===== config.mk =====
export PLATFORM = sky130hd
export DESIGN_NAME = adcs_top
export DESIGN_NICKNAME = d
export VERILOG_FILES = /design/src/pkg/adcs_pkg.sv /design/src/hw/adcs_sync.sv /design/src/hw/adcs_top.sv
export SDC_FILE = /design/constraint.sdc
export NUM_CORES = 1
export LEC_CHECK = 0
export BUFFER_PORTS_ARGS = -buffer_cell sky130_fd_sc_hd__buf_2
export CORE_ASPECT_RATIO = 1.25
export CORE_MARGIN = 8
export CORE_UTILIZATION = 32
export DETAILED_ROUTE_END_ITERATION = 10
export MAX_ROUTING_LAYER = met4
export RECOVER_POWER = 100
export SETUP_SLACK_MARGIN = 0.1
export SLEW_MARGIN = 30
export SYNTH_ARGS = -nofsm -noshare
export SYNTH_HDL_FRONTEND = slang
export SYNTH_SLANG_ARGS = --single-unit

===== constraint.sdc =====
create_clock -name sys_clk -period 2.3 [get_ports sys_clk]
set_clock_uncertainty 0.05 [all_clocks]
set_input_delay 0.46 -clock sys_clk [delete_from_list [all_inputs] [get_ports sys_clk]]
set_output_delay 0.46 -clock sys_clk [all_outputs]
set_load 0.01 [all_outputs]

===== src/pkg/adcs_pkg.sv =====
package adcs_pkg;
    // oscillator tick derived from the system clock
    localparam int SYS_PERIOD_NS = 50;
    localparam int OSC_PERIOD_NS = 200;
    localparam int OSC_DIV = (OSC_PERIOD_NS + SYS_PERIOD_NS - 1) / SYS_PERIOD_NS;
    localparam logic [2:0] OSC_DIV_LAST = 3'(OSC_DIV - 1);

    // data output release window, in osc periods
    localparam logic [3:0] DOUT_REL_MIN_OSC = 4'h6;
    localparam logic [3:0] DOUT_REL_MAX_OSC = 4'hA;
    localparam logic [3:0] DOUT_REL_OSC = 4'h8;
    localparam logic [3:0] IDLE_SAT = 4'hF;

    // gaps, in osc periods
    localparam logic [11:0] CMD_GAP_OSC = 12'h004;

    // result update hold, in osc periods and in system cycles
    localparam logic [2:0] UPDATE_HOLD_OSC = 3'h4;
    localparam int UPDATE_HOLD_CYC = 4 * OSC_DIV;
    localparam logic [4:0] RDY_HI_SAT = 5'h1F;

    // clock reset pattern windows, in osc periods
    localparam logic [10:0] RST_HI1_MIN = 11'h12C;
    localparam logic [10:0] RST_HI1_MAX = 11'h1F4;
    localparam logic [10:0] RST_HI2_MIN = 11'h226;
    localparam logic [10:0] RST_HI2_MAX = 11'h2EE;
    localparam logic [10:0] RST_HI3_MIN = 11'h41A;
    localparam logic [10:0] RST_HI3_MAX = 11'h4E2;
    localparam logic [10:0] RST_HI_SAT = 11'h7FF;
    localparam logic [2:0] RST_LO_MIN = 3'h5;
    localparam logic [2:0] RST_LO_SAT = 3'h7;

    // serial framing
    localparam logic [4:0] BYTE_LAST = 5'h07;
    localparam logic [4:0] RESULT_LAST = 5'h17;

    // input selector: channels 0..7 plus the common input
    localparam logic [3:0] MUX_LAST = 4'h8;
    localparam logic [3:0] MUX_POS_RST = 4'h0;
    localparam logic [3:0] MUX_NEG_RST = 4'h8;

    // command codes
    localparam logic [7:0] READ_RESULT_CMD = 8'h01;
    localparam logic [7:0] READ_CONFIG_CMD = 8'h10;
    localparam logic [7:0] WRITE_CONFIG_CMD = 8'h50;
    localparam logic [7:0] RESET_CMD = 8'hFE;

    // command sequencer states
    typedef enum logic [3:0] {
        ST_CMD = 4'h1,
        ST_WDATA = 4'h2,
        ST_RDATA = 4'h4,
        ST_GAP = 4'h8
    } adcs_state_t;
endpackage : adcs_pkg


===== src/hw/adcs_sync.sv =====
`timescale 1ns/10ps
// two-flop synchroniser for pins from outside the clock domain
module adcs_sync #(
    parameter int W = 1,
    parameter logic [W-1:0] RST_VAL = '0
) (
    // clock and reset
    input wire logic sys_clk,
    input wire logic rst,
    // asynchronous in, synchronised out
    input wire logic [W-1:0] d,
    output logic [W-1:0] q
);
    logic [W-1:0] meta_q;

    // first flop feeds only the second
    always_ff @(posedge sys_clk) begin
        if (rst) begin
            meta_q <= RST_VAL;
            q <= RST_VAL;
        end else begin
            meta_q <= d;
            q <= meta_q;
        end
    end
endmodule : adcs_sync


===== src/hw/adcs_top.sv =====
`timescale 1ns/10ps
// serial command interface of the converter, device side
module adcs_top
    import adcs_pkg::*;
#(
    parameter int CONV_PERIOD_OSC = 4096,
    parameter int RESET_GAP_OSC = 2640
) (
    // clock and reset
    input wire logic sys_clk,
    input wire logic rst,
    // serial pins
    input wire logic chip_sel_n,
    input wire logic ser_clk,
    input wire logic ser_din,
    output logic ser_dout,
    output logic ser_dout_oe,
    output logic result_ready_n,
    // converter core
    input wire logic [23:0] conv_data,
    output logic [3:0] mux_pos_sel,
    output logic [3:0] mux_neg_sel,
    output logic soft_reset
);
    localparam logic [15:0] CONV_LAST = 16'(CONV_PERIOD_OSC - 1);
    localparam logic [2:0] HOLD_LAST = UPDATE_HOLD_OSC - 3'h1;

    logic [2:0] pins_s;
    logic cs_n_s, sclk_s, din_s, sclk_prev_q, sclk_rise, sclk_fall;
    logic [2:0] osc_div_q;
    logic osc_tick;
    logic [3:0] idle_osc_q;
    adcs_state_t state_q;
    logic [11:0] gap_q;
    logic [4:0] bit_cnt_q, rd_last_q;
    logic [7:0] shift_in_q, cmd_byte;
    logic [22:0] shift_out_q;
    logic byte_end, rd_result, rd_config, reset_hit, wr_done;
    logic [15:0] conv_cnt_q;
    logic [2:0] hold_q;
    logic updating_q, upd, upd_start;
    logic [23:0] result_q;
    logic [4:0] rdy_hi_cnt_q;
    logic [10:0] hi_osc_q;
    logic [2:0] lo_osc_q;
    logic [1:0] stage_q;
    logic hi1_ok, hi2_ok, hi3_ok, pat_hit;

    // pins pass two flops
    adcs_sync #(.W(3), .RST_VAL(3'h4)) u_sync (
        .sys_clk(sys_clk),
        .rst(rst),
        .d({chip_sel_n, ser_clk, ser_din}),
        .q(pins_s)
    );
    assign cs_n_s = pins_s[2];
    assign sclk_s = pins_s[1];
    assign din_s = pins_s[0];

    // serial clock edge detection
    always_ff @(posedge sys_clk) begin
        if (rst) begin
            sclk_prev_q <= 1'b0;
        end else begin
            sclk_prev_q <= sclk_s;
        end
    end
    assign sclk_rise = sclk_s & ~sclk_prev_q;
    assign sclk_fall = ~sclk_s & sclk_prev_q;

    // oscillator period tick
    always_ff @(posedge sys_clk) begin
        if (rst || osc_div_q == OSC_DIV_LAST) begin
            osc_div_q <= 3'h0;
        end else begin
            osc_div_q <= osc_div_q + 3'h1;
        end
    end
    assign osc_tick = (osc_div_q == OSC_DIV_LAST);

    // osc periods since the last serial clock edge
    always_ff @(posedge sys_clk) begin
        if (rst || sclk_rise || sclk_fall) begin
            idle_osc_q <= 4'h0;
        end else if (osc_tick && idle_osc_q != IDLE_SAT) begin
            idle_osc_q <= idle_osc_q + 4'h1;
        end
    end

    // command decode terms
    assign cmd_byte = {shift_in_q[6:0], din_s};
    assign byte_end = !cs_n_s && sclk_rise && bit_cnt_q == BYTE_LAST;
    assign rd_result = state_q == ST_CMD && byte_end
        && cmd_byte == READ_RESULT_CMD;
    assign rd_config = state_q == ST_CMD && byte_end
        && cmd_byte == READ_CONFIG_CMD;
    assign reset_hit = state_q == ST_CMD && byte_end && cmd_byte == RESET_CMD;
    assign wr_done = state_q == ST_WDATA && byte_end;

    // command sequencer; edges inside a gap are ignored
    always_ff @(posedge sys_clk) begin
        if (rst || soft_reset) begin
            state_q <= ST_GAP;
            gap_q <= 12'(RESET_GAP_OSC);
            bit_cnt_q <= 5'h00;
            shift_in_q <= 8'h00;
            rd_last_q <= BYTE_LAST;
        end else begin
            case (state_q)
                ST_CMD: begin
                    if (cs_n_s) begin
                        bit_cnt_q <= 5'h00;
                    end else if (sclk_rise) begin
                        shift_in_q <= cmd_byte;
                        bit_cnt_q <= byte_end ? 5'h00 : bit_cnt_q + 5'h01;
                        if (byte_end) begin
                            if (rd_result) begin
                                state_q <= ST_RDATA;
                                rd_last_q <= RESULT_LAST;
                            end else if (rd_config) begin
                                state_q <= ST_RDATA;
                                rd_last_q <= BYTE_LAST;
                            end else if (cmd_byte == WRITE_CONFIG_CMD) begin
                                state_q <= ST_WDATA;
                            end else begin
                                state_q <= ST_GAP;
                                gap_q <= CMD_GAP_OSC;
                            end
                        end
                    end
                end
                ST_WDATA: begin
                    if (cs_n_s) begin
                        state_q <= ST_CMD;
                        bit_cnt_q <= 5'h00;
                    end else if (sclk_rise) begin
                        shift_in_q <= cmd_byte;
                        bit_cnt_q <= bit_cnt_q + 5'h01;
                        if (byte_end) begin
                            state_q <= ST_GAP;
                            gap_q <= CMD_GAP_OSC;
                        end
                    end
                end
                ST_RDATA: begin
                    if (cs_n_s) begin
                        state_q <= ST_CMD;
                        bit_cnt_q <= 5'h00;
                    end else if (sclk_rise) begin
                        bit_cnt_q <= bit_cnt_q + 5'h01;
                        if (bit_cnt_q == rd_last_q) begin
                            state_q <= ST_GAP;
                            gap_q <= CMD_GAP_OSC;
                        end
                    end
                end
                ST_GAP: begin
                    bit_cnt_q <= 5'h00;
                    if (osc_tick) begin
                        if (gap_q == 12'h000) begin
                            state_q <= ST_CMD;
                        end else begin
                            gap_q <= gap_q - 12'h001;
                        end
                    end
                end
                default: state_q <= ST_CMD;
            endcase
        end
    end

    // output shifter: first bit at decode, next on each falling edge but the one ending the command
    always_ff @(posedge sys_clk) begin
        if (rst) begin
            ser_dout <= 1'b0;
            shift_out_q <= 23'h000000;
        end else if (rd_result) begin
            ser_dout <= result_q[23];
            shift_out_q <= result_q[22:0];
        end else if (rd_config) begin
            ser_dout <= mux_pos_sel[3];
            shift_out_q <= {mux_pos_sel[2:0], mux_neg_sel, 16'h0000};
        end else if (state_q == ST_RDATA && sclk_fall && bit_cnt_q != 5'h00)
        begin
            ser_dout <= shift_out_q[22];
            shift_out_q <= {shift_out_q[21:0], 1'b0};
        end
    end

    // output drive: off at once on deselect, else 8 osc after last edge outside ST_RDATA
    always_ff @(posedge sys_clk) begin
        if (rst || soft_reset || cs_n_s) begin
            ser_dout_oe <= 1'b0;
        end else if (rd_result || rd_config) begin
            ser_dout_oe <= 1'b1;
        end else if (state_q != ST_RDATA && idle_osc_q == DOUT_REL_OSC) begin
            ser_dout_oe <= 1'b0;
        end
    end

    // input selector; equal or out-of-range pairs are refused
    always_ff @(posedge sys_clk) begin
        if (rst || soft_reset) begin
            mux_pos_sel <= MUX_POS_RST;
            mux_neg_sel <= MUX_NEG_RST;
        end else if (wr_done && cmd_byte[7:4] <= MUX_LAST
            && cmd_byte[3:0] <= MUX_LAST && cmd_byte[7:4] != cmd_byte[3:0])
        begin
            mux_pos_sel <= cmd_byte[7:4];
            mux_neg_sel <= cmd_byte[3:0];
        end
    end

    // conversion period and update hold
    always_ff @(posedge sys_clk) begin
        if (rst) begin
            conv_cnt_q <= 16'h0000;
            hold_q <= 3'h0;
            updating_q <= 1'b0;
        end else if (osc_tick) begin
            if (updating_q) begin
                hold_q <= (hold_q == HOLD_LAST) ? 3'h0 : hold_q + 3'h1;
                updating_q <= (hold_q != HOLD_LAST);
            end else if (conv_cnt_q == CONV_LAST) begin
                conv_cnt_q <= 16'h0000;
                updating_q <= 1'b1;
            end else begin
                conv_cnt_q <= conv_cnt_q + 16'h0001;
            end
        end
    end
    assign upd = osc_tick && updating_q && hold_q == HOLD_LAST;
    assign upd_start = osc_tick && !updating_q && conv_cnt_q == CONV_LAST;

    // result register and ready flag; ready rises with the hold start
    // so that it stands high for the whole hold, not one cycle short
    always_ff @(posedge sys_clk) begin
        if (rst) begin
            result_q <= 24'h000000;
            result_ready_n <= 1'b1;
        end else if (upd) begin
            result_q <= conv_data;
            result_ready_n <= 1'b0;
        end else if (upd_start || updating_q || rd_result) begin
            result_ready_n <= 1'b1;
        end
    end

    // clock reset pattern: pulse lengths in osc periods
    always_ff @(posedge sys_clk) begin
        if (rst || sclk_rise) begin
            hi_osc_q <= 11'h000;
        end else if (sclk_s && osc_tick && hi_osc_q != RST_HI_SAT) begin
            hi_osc_q <= hi_osc_q + 11'h001;
        end
    end
    always_ff @(posedge sys_clk) begin
        if (rst || sclk_fall) begin
            lo_osc_q <= 3'h0;
        end else if (!sclk_s && osc_tick && lo_osc_q != RST_LO_SAT) begin
            lo_osc_q <= lo_osc_q + 3'h1;
        end
    end
    assign hi1_ok = hi_osc_q >= RST_HI1_MIN && hi_osc_q <= RST_HI1_MAX;
    assign hi2_ok = hi_osc_q >= RST_HI2_MIN && hi_osc_q <= RST_HI2_MAX;
    assign hi3_ok = hi_osc_q >= RST_HI3_MIN && hi_osc_q <= RST_HI3_MAX;
    assign pat_hit = sclk_fall && stage_q == 2'h2 && hi3_ok;

    // pattern stage: pulses seen in order
    always_ff @(posedge sys_clk) begin
        if (rst) begin
            stage_q <= 2'h0;
        end else if (sclk_rise && lo_osc_q < RST_LO_MIN) begin
            stage_q <= 2'h0;
        end else if (sclk_fall) begin
            if (stage_q == 2'h0 && hi1_ok) begin
                stage_q <= 2'h1;
            end else if (stage_q == 2'h1 && hi2_ok) begin
                stage_q <= 2'h2;
            end else begin
                stage_q <= 2'h0;
            end
        end
    end

    // soft reset from command or clock pattern
    always_ff @(posedge sys_clk) begin
        if (rst) begin
            soft_reset <= 1'b0;
        end else begin
            soft_reset <= pat_hit || reset_hit;
        end
    end

    // cycles the ready flag has stood high, for checking only
    always_ff @(posedge sys_clk) begin
        if (rst || !result_ready_n) begin
            rdy_hi_cnt_q <= 5'h00;
        end else if (rdy_hi_cnt_q != RDY_HI_SAT) begin
            rdy_hi_cnt_q <= rdy_hi_cnt_q + 5'h01;
        end
    end
endmodule : adcs_top


==> reports/qor.txt <==
Status - finished clean
Hold Crit Class - primary input to flip-flop
Net Count, Synth - 810
Yosys top cell area share - 42.3%
Worst slew pin tran - 1330 ps
CTS tree - yes
Final GP Congestion - 0.867
Htree depth - 4
Initial antenna violation count - 0
Adder-Cell Fraction of Synth Area - 2.68%
Largest family of logic cells by synthesized area - simple AND/OR/NAND/NOR gates
I/O Pins - 41
Root Driver - clkbuf_16
Synthesized area per cell - 8.51 um^2
Crit path from - state_q[1]
Switch share - 24.0%
Switch Pwr - 1.54 mW
Simple-Gate Fraction of Synth Area - 26.6%
1st-pass router iterations - 4
Fill cells - 2053
Critical Path End Type - flip-flop
Synth Area in XOR/XNOR - 3.62%
Starting density of the core - 32.5%
Syn-to-layout area delta - 27.1%
Setup Viol. Count Final - 0
RSZ-0062 raised after global routing - true
Core Region - 0.0201 mm^2
Final count of pins violating max slew - 0
Slew HR - 11.3%
Hpwl dp - 10900 um
Internal - 4.87 mW
DR vias/cell - 5.04
Fin. Hold Viols - 0
Final net count - 888
Port buffer count - 40
CTS Hold Bufs - 0
DR vias - 5687
IR drop worst, VDD - 0.422 mV
Multiplexer share of the synthesized area - 4.14%
DR WL/cell - 14.1 um
Comb power frac - 11.4%
Fin crit period - 2200 ps
Row count - 58
Register share of total power - 38.9%
Final Cycle Share - 95.5%
Worst path cell trace - or4b_4, nor3_4, nand3_2, nor3b_4, clkbuf_16, nor2_2, o32ai_2
FF+latch area - 0.00277 mm^2
CP required - 2580 ps
Final Routed Wirelength - 16000 um
Max incr delay on CP - 570 ps
Clk_lat worst skew - 420 ps
Vias in the first global route - 5519
Post-synthesis compound-gate area fraction - 16.6%
Syn Inst Count - 767
YS warnings - 0
Height of the die - 176 um
Count of cell types in the netlist - 70
Max cap viols - 0
Crit Path Max Fanout - 7
Synthesis-stage register bit count - 138
Main synth FF type - dfxtp_1
Pin count of the biggest net entering global routing - 38
Layout cells sized above 1 - 23.2%
EDFF count, synth - 0
Leak - 2.98 nW
First-pass GRT wire length - 26000 um
Async SR Flop Fraction - 0%
Sequential share of the synthesized area - 42.3%
Num Clock Sinks - 138
Mapped Area - 0.00653 mm^2
Place WS - -17.7 ps
Final core utilization - 41.3%
Crit path launch type - flip-flop
Synth area leader - dfxtp_1
Die width - 144 um
1st-iter DRT viols - 323
Arr. time, crit path - 2480 ps
TritonCTS buffer count - 17
Clock slew at the register clock pins of the worst setup and hold paths - 60 ps
Detailed-route DRC error count - 0
# diodes - 0
Top achievable clock speed - 0.455 GHz
Max clock buf depth - 2
Synth top area cells - dfxtp_1, nor2_1, nand2_1
Clk network pwr share - 49.7%
Post-layout power - 6.41 mW
Final setup margin - 102 ps
Final global-route overflow total - 0
Reg-to-reg startpoint - state_q[1]
Pwr Density - 773 mW/mm^2
Post-DRT Antenna Nets - 0
Max stage delay cell, worst path - or4b_4
Total Routing Usage GR - 13.1%
CP Class - flip-flop to flip-flop
Full die area - 0.0252 mm^2
Min-delay src - chip_sel_n
Area taken by multi-input logic gates - 0.00374 mm^2
## layout by cell type, fill, tap and decap left out, types with 11 or more instances in the layout
| cell type | instances |
|---|---|
| nor3_1 | 21 |
| buf_4 | 47 |
| clkbuf_16 | 19 |
| nor2_1 | 92 |
| inv_1 | 16 |
| clkbuf_1 | 20 |
| a21oi_1 | 53 |
| nand2_1 | 81 |
| nand2b_1 | 16 |
| nor2b_1 | 11 |
| nand3_1 | 20 |
| xor2_1 | 17 |
| o31ai_1 | 11 |
| ha_1 | 13 |
| o21ai_0 | 30 |
| dfxtp_1 | 131 |
| mux2i_1 | 18 |
| buf_2 | 28 |
| nand4_1 | 22 |
## worst paths after layout
| path | cells past startpoint | slack [ps] | end |
|---|---|---|---|
| worst max-delay path | 7 | 100 | shift_out_q[17] |
| worst min-delay path | 2 | 200 | u_sync.meta_q[2] |
| worst max register to register | 7 | 100 | shift_out_q[17] |
| worst min register to register | 1 | 370 | u_sync.q[2] |
## state kept, by name, indices dropped and copies added, names as in the netlist, 3 cells and up
| register | count |
|---|---|
| u_sync.meta_q | 3 |
| shift_in_q | 7 |
| hold_q | 3 |
| u_sync.q | 3 |
| gap_q | 12 |
| osc_div_q | 3 |
| bit_cnt_q | 5 |
| idle_osc_q | 4 |
| result_q | 24 |
| mux_pos_sel | 4 |
| lo_osc_q | 3 |
| state_q | 4 |
| hi_osc_q | 11 |
| mux_neg_sel | 4 |
| shift_out_q | 23 |
| conv_cnt_q | 16 |
## kinds of logic after synthesis
kind of cell,after synthesis
and+or+nand+nor,338
AOI/OAI and AO/OA,161
DFF,138
buffers and inverters,63
xor gates and xnor gates,27
muxes,26
adders and majority gates,14
## worst max-delay path, delay by kind of cell, from the launching register on
kind	cells	cell delay (ps)
buffers and inverters	1	230
DFF	1	360
and+or+nand+nor	5	1250
AOI/OAI and AO/OA	1	220
## routing by layer
layer  vias up  track usage [%]  share of wire [%]  routed length (um)
met5         -                -                  0                   0
met4         0             5.09                1.7                 272
met3        23             3.02                2.7                 426
met2        77             21.3                 51                8100
met1      2694             15.2                 45                7150
li1       2893                -                  -                   -
## stage by stage
stage                     setup TNS [ps]  hold WS, ps  area (um^2)  std cells
after floorplan                        0          339         6530        767
final                                  0          203         8290       1128
after global routing               -16.8          195         8290       1128
after CTS                              0          180         8040       1120
after detailed placement           -17.7          359         7310       1087
after global placement                 0          347         7310       1087
## power by group through the flow
stage	clock network, mW	registers [mW]	logic [mW]
6_report	3.19	2.49	0.730
5_1_grt	3.36	2.50	0.812
4_1_cts	3.26	2.49	0.708
3_5_place_dp	0	2.54	0.681
3_3_place_gp	0	2.54	0.681
2_1_floorplan	0	2.54	0.415
## final cells by class
type,instances,area share (%)
multi-input combinational,566,45.1
sequential,138,33.4
timing repair buffer,105,8.37
clock buffer,19,5.46
tap,270,4.07
clock inverter,13,2.82
inverter,17,0.769
## cells in the mapped netlist, drive strengths merged (4+ instances only)
master / n
dfxtp: 138
o22ai: 9
mux2: 8
nor4: 6
clkbuf: 32
or3: 8
nor2: 100
xor2: 17
buf: 14
o211ai: 4
nand2b: 17
nor3b: 5
o21ai: 31
a211oi: 9
nor3: 24
nand4: 22
and3: 8
o31ai: 13
inv: 17
nand2: 82
a21oi: 55
o32ai: 9
nor2b: 12
nand3: 24
or4b: 4
a31oi: 4
or2: 4
xnor2: 10
mux2i: 18
ha: 14
a22oi: 8
## repair_timing
item	4_1_cts	5_1_grt
hold endpoints to repair	0	0
pin swaps	3	14
buffers inserted	1	5
gates cloned	0	3
resized for setup	12	51
endpoints found under the setup margin	22	44
(Power assumes the default switching activity.)
